$ cat src/rtl/dcf_pkg.sv
// Purpose: shared constants of the decimation filter and output format block
// Assumes: one core clock; mode pins are synchronous to it
// Notes:   all counts are in core clocks, modulator ticks or conversions
package dcf_pkg;
    // operating mode codes on the mode pins
    localparam logic [1:0]        MODE_HS     = 2'h0;
    localparam logic [1:0]        MODE_HR     = 2'h1;
    localparam logic [1:0]        MODE_LP     = 2'h2;
    localparam logic [1:0]        MODE_LS     = 2'h3;
    // modulator clock divide factors
    localparam int                DIV_W       = 6;
    localparam logic [DIV_W-1:0]  DIV_4       = 6'h04;
    localparam logic [DIV_W-1:0]  DIV_8       = 6'h08;
    localparam logic [DIV_W-1:0]  DIV_40      = 6'h28;
    // oversampling ratios
    localparam int                OSR_W       = 8;
    localparam logic [OSR_W-1:0]  OSR_HR      = 8'h80;
    localparam logic [OSR_W-1:0]  OSR_STD     = 8'h40;
    // scaling of the sinc3 gain to the 24-bit full scale
    localparam int                SCL_W       = 28;
    localparam logic [2:0]        SHIFT_HR    = 3'h2;
    localparam logic [2:0]        SHIFT_STD   = 3'h5;
    // result format
    localparam int                OUT_W       = 24;
    localparam logic [OUT_W-1:0]  POS_FULL    = 24'h7FFFFF;
    localparam logic [OUT_W-1:0]  NEG_FULL    = 24'h800000;
    // settling, in conversion periods
    localparam int                SETTLE_W    = 7;
    localparam logic [SETTLE_W-1:0] SETTLE_HR  = 7'h4E;
    localparam logic [SETTLE_W-1:0] SETTLE_STD = 7'h4C;
endpackage

$ cat src/rtl/dcf_top.sv
// Purpose: per-channel decimation and 24-bit output formatting of a delta-sigma converter
// Assumes: modulator bits are sampled on the modulator tick; mode pins synchronous
// Notes:   mode or divide change restarts the filter and the settle count
module dcf_top
    import dcf_pkg::*;
#(
    parameter int NCH   = 8,
    parameter int ACC_W = 26
)(
    input  wire logic                 core_clk,
    input  wire logic                 resetn,
    input  wire logic [1:0]           modeSel,
    input  wire logic                 clockDivideSelect,
    input  wire logic [NCH-1:0]       modBits,
    output logic                      modulatorRate,
    output logic [NCH*OUT_W-1:0]      resultData,
    output logic                      resultValid,
    output logic                      dataSettled
);

    function automatic logic [DIV_W-1:0] divFactor(input logic [1:0] m, input logic cd);
        logic [DIV_W-1:0] f;
        f = DIV_4;
        if (m == MODE_LP)
            f = cd ? DIV_8 : DIV_4;
        else if (m == MODE_LS)
            f = cd ? DIV_40 : DIV_8;
        return f;
    endfunction

    function automatic logic [OUT_W-1:0] satOut(input logic signed [SCL_W-1:0] x);
        logic [OUT_W-1:0] r;
        r = x[OUT_W-1:0];
        if (x > $signed({{(SCL_W-OUT_W){1'b0}}, POS_FULL}))
            r = POS_FULL;
        else if (x < $signed({{(SCL_W-OUT_W){1'b1}}, NEG_FULL}))
            r = NEG_FULL;
        return r;
    endfunction

    logic [DIV_W-1:0]    divCnt_q;
    logic [OSR_W-1:0]    decCnt_q;
    logic [1:0]          modeHeld_q;
    logic                divHeld_q;
    logic [SETTLE_W-1:0] convCnt_q;
    logic                modTick_q;
    logic                valid_q;
    logic                settled_q;
    logic [NCH*OUT_W-1:0] data_q;
    logic signed [ACC_W-1:0] int1_q [NCH];
    logic signed [ACC_W-1:0] int2_q [NCH];
    logic signed [ACC_W-1:0] int3_q [NCH];
    logic signed [ACC_W-1:0] dly1_q [NCH];
    logic signed [ACC_W-1:0] dly2_q [NCH];
    logic signed [ACC_W-1:0] dly3_q [NCH];
    logic signed [ACC_W-1:0] comb1 [NCH];
    logic signed [ACC_W-1:0] comb2 [NCH];
    logic signed [ACC_W-1:0] comb3 [NCH];

    // mode monitored continuously; any change restarts conversion
    wire                 restart    = (modeSel != modeHeld_q) || (clockDivideSelect != divHeld_q);
    wire [DIV_W-1:0]     divNow     = divFactor(modeSel, clockDivideSelect);
    wire                 isHr       = (modeSel == MODE_HR);
    wire [OSR_W-1:0]     osrNow     = isHr ? OSR_HR : OSR_STD;
    wire [2:0]           shiftNow   = isHr ? SHIFT_HR : SHIFT_STD;
    wire [SETTLE_W-1:0]  settleNow  = isHr ? SETTLE_HR : SETTLE_STD;
    wire                 modTick    = !restart && (divCnt_q == divNow - 1'b1);
    wire                 convTick   = modTick && (decCnt_q == osrNow - 1'b1);

    // comb section of the sinc3 filter; symmetric impulse response
    always_comb
    begin
        for (int c = 0; c < NCH; c++)
        begin
            comb1[c] = int3_q[c] - dly1_q[c];
            comb2[c] = comb1[c] - dly2_q[c];
            comb3[c] = comb2[c] - dly3_q[c];
        end
    end

    // modulator rate and decimation counters, shared by all channels
    always_ff @(posedge core_clk)
    begin
        if (!resetn || restart || modTick)
            divCnt_q <= '0;
        else
            divCnt_q <= divCnt_q + 1'b1;
        if (!resetn || restart || convTick)
            decCnt_q <= '0;
        else if (modTick)
            decCnt_q <= decCnt_q + 1'b1;
        modeHeld_q <= resetn ? modeSel : MODE_HS;
        divHeld_q  <= resetn ? clockDivideSelect : 1'b0;
        modTick_q  <= resetn && modTick;
        valid_q    <= resetn && convTick;
    end

    // settle tracking in conversion periods
    always_ff @(posedge core_clk)
    begin
        if (!resetn || restart)
        begin
            convCnt_q <= '0;
            settled_q <= 1'b0;
        end
        else if (convTick && !settled_q)
        begin
            convCnt_q <= convCnt_q + 1'b1;
            settled_q <= (convCnt_q + 1'b1) == settleNow;
        end
    end

    // integrators at the modulator rate, combs and formatting at the output rate
    always_ff @(posedge core_clk)
    begin
        for (int c = 0; c < NCH; c++)
        begin
            if (!resetn || restart)
            begin
                int1_q[c] <= '0;
                int2_q[c] <= '0;
                int3_q[c] <= '0;
                dly1_q[c] <= '0;
                dly2_q[c] <= '0;
                dly3_q[c] <= '0;
            end
            else if (modTick)
            begin
                int1_q[c] <= int1_q[c] + (modBits[c] ? ACC_W'(1) : -ACC_W'(1));
                int2_q[c] <= int2_q[c] + int1_q[c];
                int3_q[c] <= int3_q[c] + int2_q[c];
                if (convTick)
                begin
                    dly1_q[c] <= int3_q[c];
                    dly2_q[c] <= comb1[c];
                    dly3_q[c] <= comb2[c];
                end
            end
        end
    end

    always_ff @(posedge core_clk)
    begin
        if (!resetn)
            data_q <= '0;
        else if (convTick)
            for (int c = 0; c < NCH; c++)
                data_q[c*OUT_W +: OUT_W] <= satOut(SCL_W'(comb3[c]) <<< shiftNow);
    end

    assign modulatorRate = modTick_q;
    assign resultData    = data_q;
    assign resultValid   = valid_q;
    assign dataSettled   = settled_q;

    logic [OSR_W-1:0] ticksSinceConv_q;
    always_ff @(posedge core_clk)
    begin
        if (!resetn || restart || convTick)
            ticksSinceConv_q <= '0;
        else if (modTick)
            ticksSinceConv_q <= ticksSinceConv_q + 1'b1;
    end
endmodule // dcf_top

$ cat config.mk
export PLATFORM = sky130hd
export DESIGN_NAME = dcf_top
export DESIGN_NICKNAME = d
export VERILOG_FILES = /design/src/rtl/dcf_pkg.sv /design/src/rtl/dcf_top.sv
export SDC_FILE = /design/constraint.sdc
export NUM_CORES = 2
export LEC_CHECK = 0
export ABC_AREA = 1
export BUFFER_PORTS_ARGS = -buffer_cell sky130_fd_sc_hd__buf_2
export CAP_MARGIN = 20
export CORE_MARGIN = 3
export CORE_UTILIZATION = 30
export CTS_CLUSTER_SIZE = 12
export DETAILED_ROUTE_END_ITERATION = 8
export PLACE_DENSITY = 0.42
export SYNTH_ARGS = -nofsm -noshare
export SYNTH_HDL_FRONTEND = slang
export SYNTH_SLANG_ARGS = --single-unit
export TNS_END_PERCENT = 30
$ cat constraint.sdc
create_clock -name core_clk -period 19 [get_ports core_clk]
set_input_delay 1.9 -clock core_clk [delete_from_list [all_inputs] [get_ports core_clk]]
set_output_delay 1.9 -clock core_clk [all_outputs]
set_load 0.01 [all_outputs]
==> impl_metrics.ini <==
[cts]
postCtsSetupBuffers = 0
clk_latency_ns = 0.90
ctsHoldBuffers = 0
cts.sinks = 1467
cts_tree = built
root_buffer = clkbuf_16
cts_resized = 0
cts_buffers = 200
clkTransAtPathRegs_ns = 0.06
cts_buffer_depth = 4
htreeDepth = 4

[global_routing]
grt_usage_pct = 15.1
antenna_found_initial = 6
grt-ovfl-total = 0
grt_start_max_net_pins = 164
grt_pass1_wl_mm = 487
first_global_vias = 91557

[power_and_ir_drop]
pwr-share-clk_pct = 21.8
p_sw_w = 0.00807
ir_drop_mv = 0.0716
power_density_nw_per_um2 = 134
p_leak_nw = 60.0
switching_share_pct = 47.1
p_comb_share_pct = 56.8
pwr-share-seq_pct = 21.4
total_power_w = 0.0171
p_int_w = 0.00906

[yosys]
syn_nets = 15976
syn_area_sq_um = 114000
synth_compound_area_share_pct = 17.0
yosysSeqAreaShare_pct = 36.6
synthFlopType = edfxtp_1
syn-instance-count = 14719
synth_edf_count = 1248
muxShareOfSynthArea_pct = 0.481
synth-async-reset-ratio_pct = 0
synth.distinct_cells = 69
ys_warn_count = 0
synth-simple-area-share_pct = 18.6
yosys_register_bits = 1467
synth.avg_cell_area_sq_um = 7.78
synth_top_family_by_area = simple AND/OR/NAND/NOR gates
synthAdderAreaFrac_pct = 13.9
synth_xor_area_share_pct = 4.45

[placed_design]
placed_area_sq_um = 121000
dpl.hpwl_mm = 227
place.gp.congestion = 0.833
numPortBuffers = 207

[finish]
final_cell_area_sq_um = 128000
drive_above_1_share_pct = 4.62
final_common_cell = nand2_1
area.growth.synth_to_final_pct = 11.4
final_cell_mix = nand2_1 (2744), inv_1 (2441), a21oi_1 (1788), nor2_1 (1387), edfxtp_1 (1248)
final_nets = 16211

[floorplanning]
die_h_um = 624
die-area_sq_um = 389000
initial_utilization_pct = 30.2
fp.coreArea_sq_um = 379000
rows = 226
ios = 208
dieWidth_um = 624

[flow_run]
maxCapViolCount = 0

[setup_path]
cp_slowest_cell = fa_1
cp.arrival_ns = 7.79
start_kind = flip-flop
crit_path_end_kind = flip-flop
worst_ep_required_time_ns = 19.81
crit_fanout = 19
critPathMaxStageDelay_ns = 0.43
crit_type = reg2reg

[run_status]
status = completed

[sta]
relSlewSlack_pct = 18.1
max_freq_mhz = 143
worst_pin_slew_ns = 1.23
rsz0062_at_grt = no
min_period_over_period_pct = 36.7
finalHoldViolCount = 0
finalSetupViolCount = 0
fin_tns_setup_ns = 0
skew_ns = 0.0497
fin_crit_ns = 6.98
drv_slew = 0

[hold_path]
min_path_type = reg2reg

[drt]
drt_drc_violations_left = 0
wl_per_cell_um = 14.9
drt-total-wl_mm = 300
dr.pass1.iters = 7
ant_nets = 0
viasPerCell = 4.62
drt-initial-drc-count = 4759
dr_total_vias = 93073
path summary, 6_finish.rpt:
| kind | startpoint | to | slack (ns) | cells after the start |
|---|---|---|---|---|
| setup / recovery | int3_q[1][26] | resultData[130] | 12.02 | 36 |
| hold / removal | resultData[21] | resultData[21] | 0.44 | 2 |
| hold reg to reg | resultData[21] | resultData[21] | 0.44 | 2 |
| setup reg to reg | int3_q[1][26] | resultData[130] | 12.02 | 36 |
power by group through the flow:
stage	combinational [W]	sequential, W	clock (W)
detailed placement	0.00980	0.00374	0
global placement	0.00984	0.00374	0
CTS	0.00983	0.00367	0.00391
global route	0.0112	0.00369	0.00402
floorplan	0.00739	0.00378	0
finish	0.00973	0.00367	0.00373
synthesized netlist by cell type, types with 20 or more instances:
cell	number	share of area [%]
o21bai_1	90	0.59
a21oi_1	1788	7.8
xor2_1	410	3.1
nand4_1	123	0.67
nand3_1	585	2.6
mux2i_1	55	0.48
a21o_1	95	0.62
or2_2	64	0.35
edfxtp_1	1248	33
nor2_1	1388	4.6
a31oi_1	92	0.50
inv_1	2441	8.0
nor4_1	39	0.21
o21ai_0	890	3.9
o31ai_1	20	0.13
a211oi_1	23	0.15
clkbuf_1	101	0.33
o21ai_1	111	0.49
dfxtp_1	219	3.8
buf_2	90	0.39
ha_1	1196	13
nor3_1	158	0.69
fa_1	48	0.84
xnor2_1	172	1.3
nand2_1	2746	9.0
o211ai_1	35	0.23
o221ai_1	41	0.31
o21a_1	178	1.2
a21boi_0	61	0.40
layer usage:
layer	part of all wire, %	track usage [%]	up-vias
li1	-	-	50203
met1	50	20.8	41627
met2	45	25.1	903
met3	3.1	1.70	338
met4	2.4	3.59	2
met5	0.0043	0	-
final cells by class:
cell class	instances	area, sq um
Timing Repair Buffer	260	1500
Clock buffer	268	5460
Inverter	2450	9220
Fill cell	40556	252000
Antenna cell	4	10.0
Sequential cell	1467	41900
Multi-Input combinational cell	10575	62300
Clock inverter	97	901
Tap cell	5016	6280
worst max-delay path: cells and delay by family, from the launching register on:
kind / cells / cell delay [ns]
AND/OR/NAND/NOR: 14 / 2.25
adder cells (fa/ha/maj): 4 / 1.29
AO/OA/AOI/OAI: 8 / 1.50
flip-flops: 1 / 0.41
buffers and inverters: 7 / 0.72
XOR/XNOR: 3 / 0.74
cells by family (layout without fill, tap and decap cells):
logic type	after synthesis	in the layout
other cells	0	4
compound gates	3509	3509
buf+inv	2677	3075
mux	55	55
xor+xnor	582	582
flops	1467	1467
fa+ha+maj	1244	1244
simple gates	5185	5185
flip-flops by register name, indices dropped and copies added (netlist names), 2 cells and up:
name        flops
int2_q        208
int3_q        208
dly2_q        208
int1_q        208
modeHeld_q      2
dly1_q        208
convCnt_q       7
resultData    192
dly3_q        208
decCnt_q        8
divCnt_q        6
through the flow:
stage / utilization, % / cells / setup slack [ns] / hold WS (ns)
floorplan: - / 14719 / 1.43 / 0.430
global placement: 31.9 / 19767 / 11.06 / 0.435
detailed placement: 31.9 / 19767 / 11.09 / 0.435
CTS: 33.6 / 20132 / 11.85 / 0.449
global route: 33.6 / 20134 / 11.20 / 0.464
finish: 33.6 / 20137 / 12.02 / 0.444
Note: power is estimated with default switching activity, not from simulation.
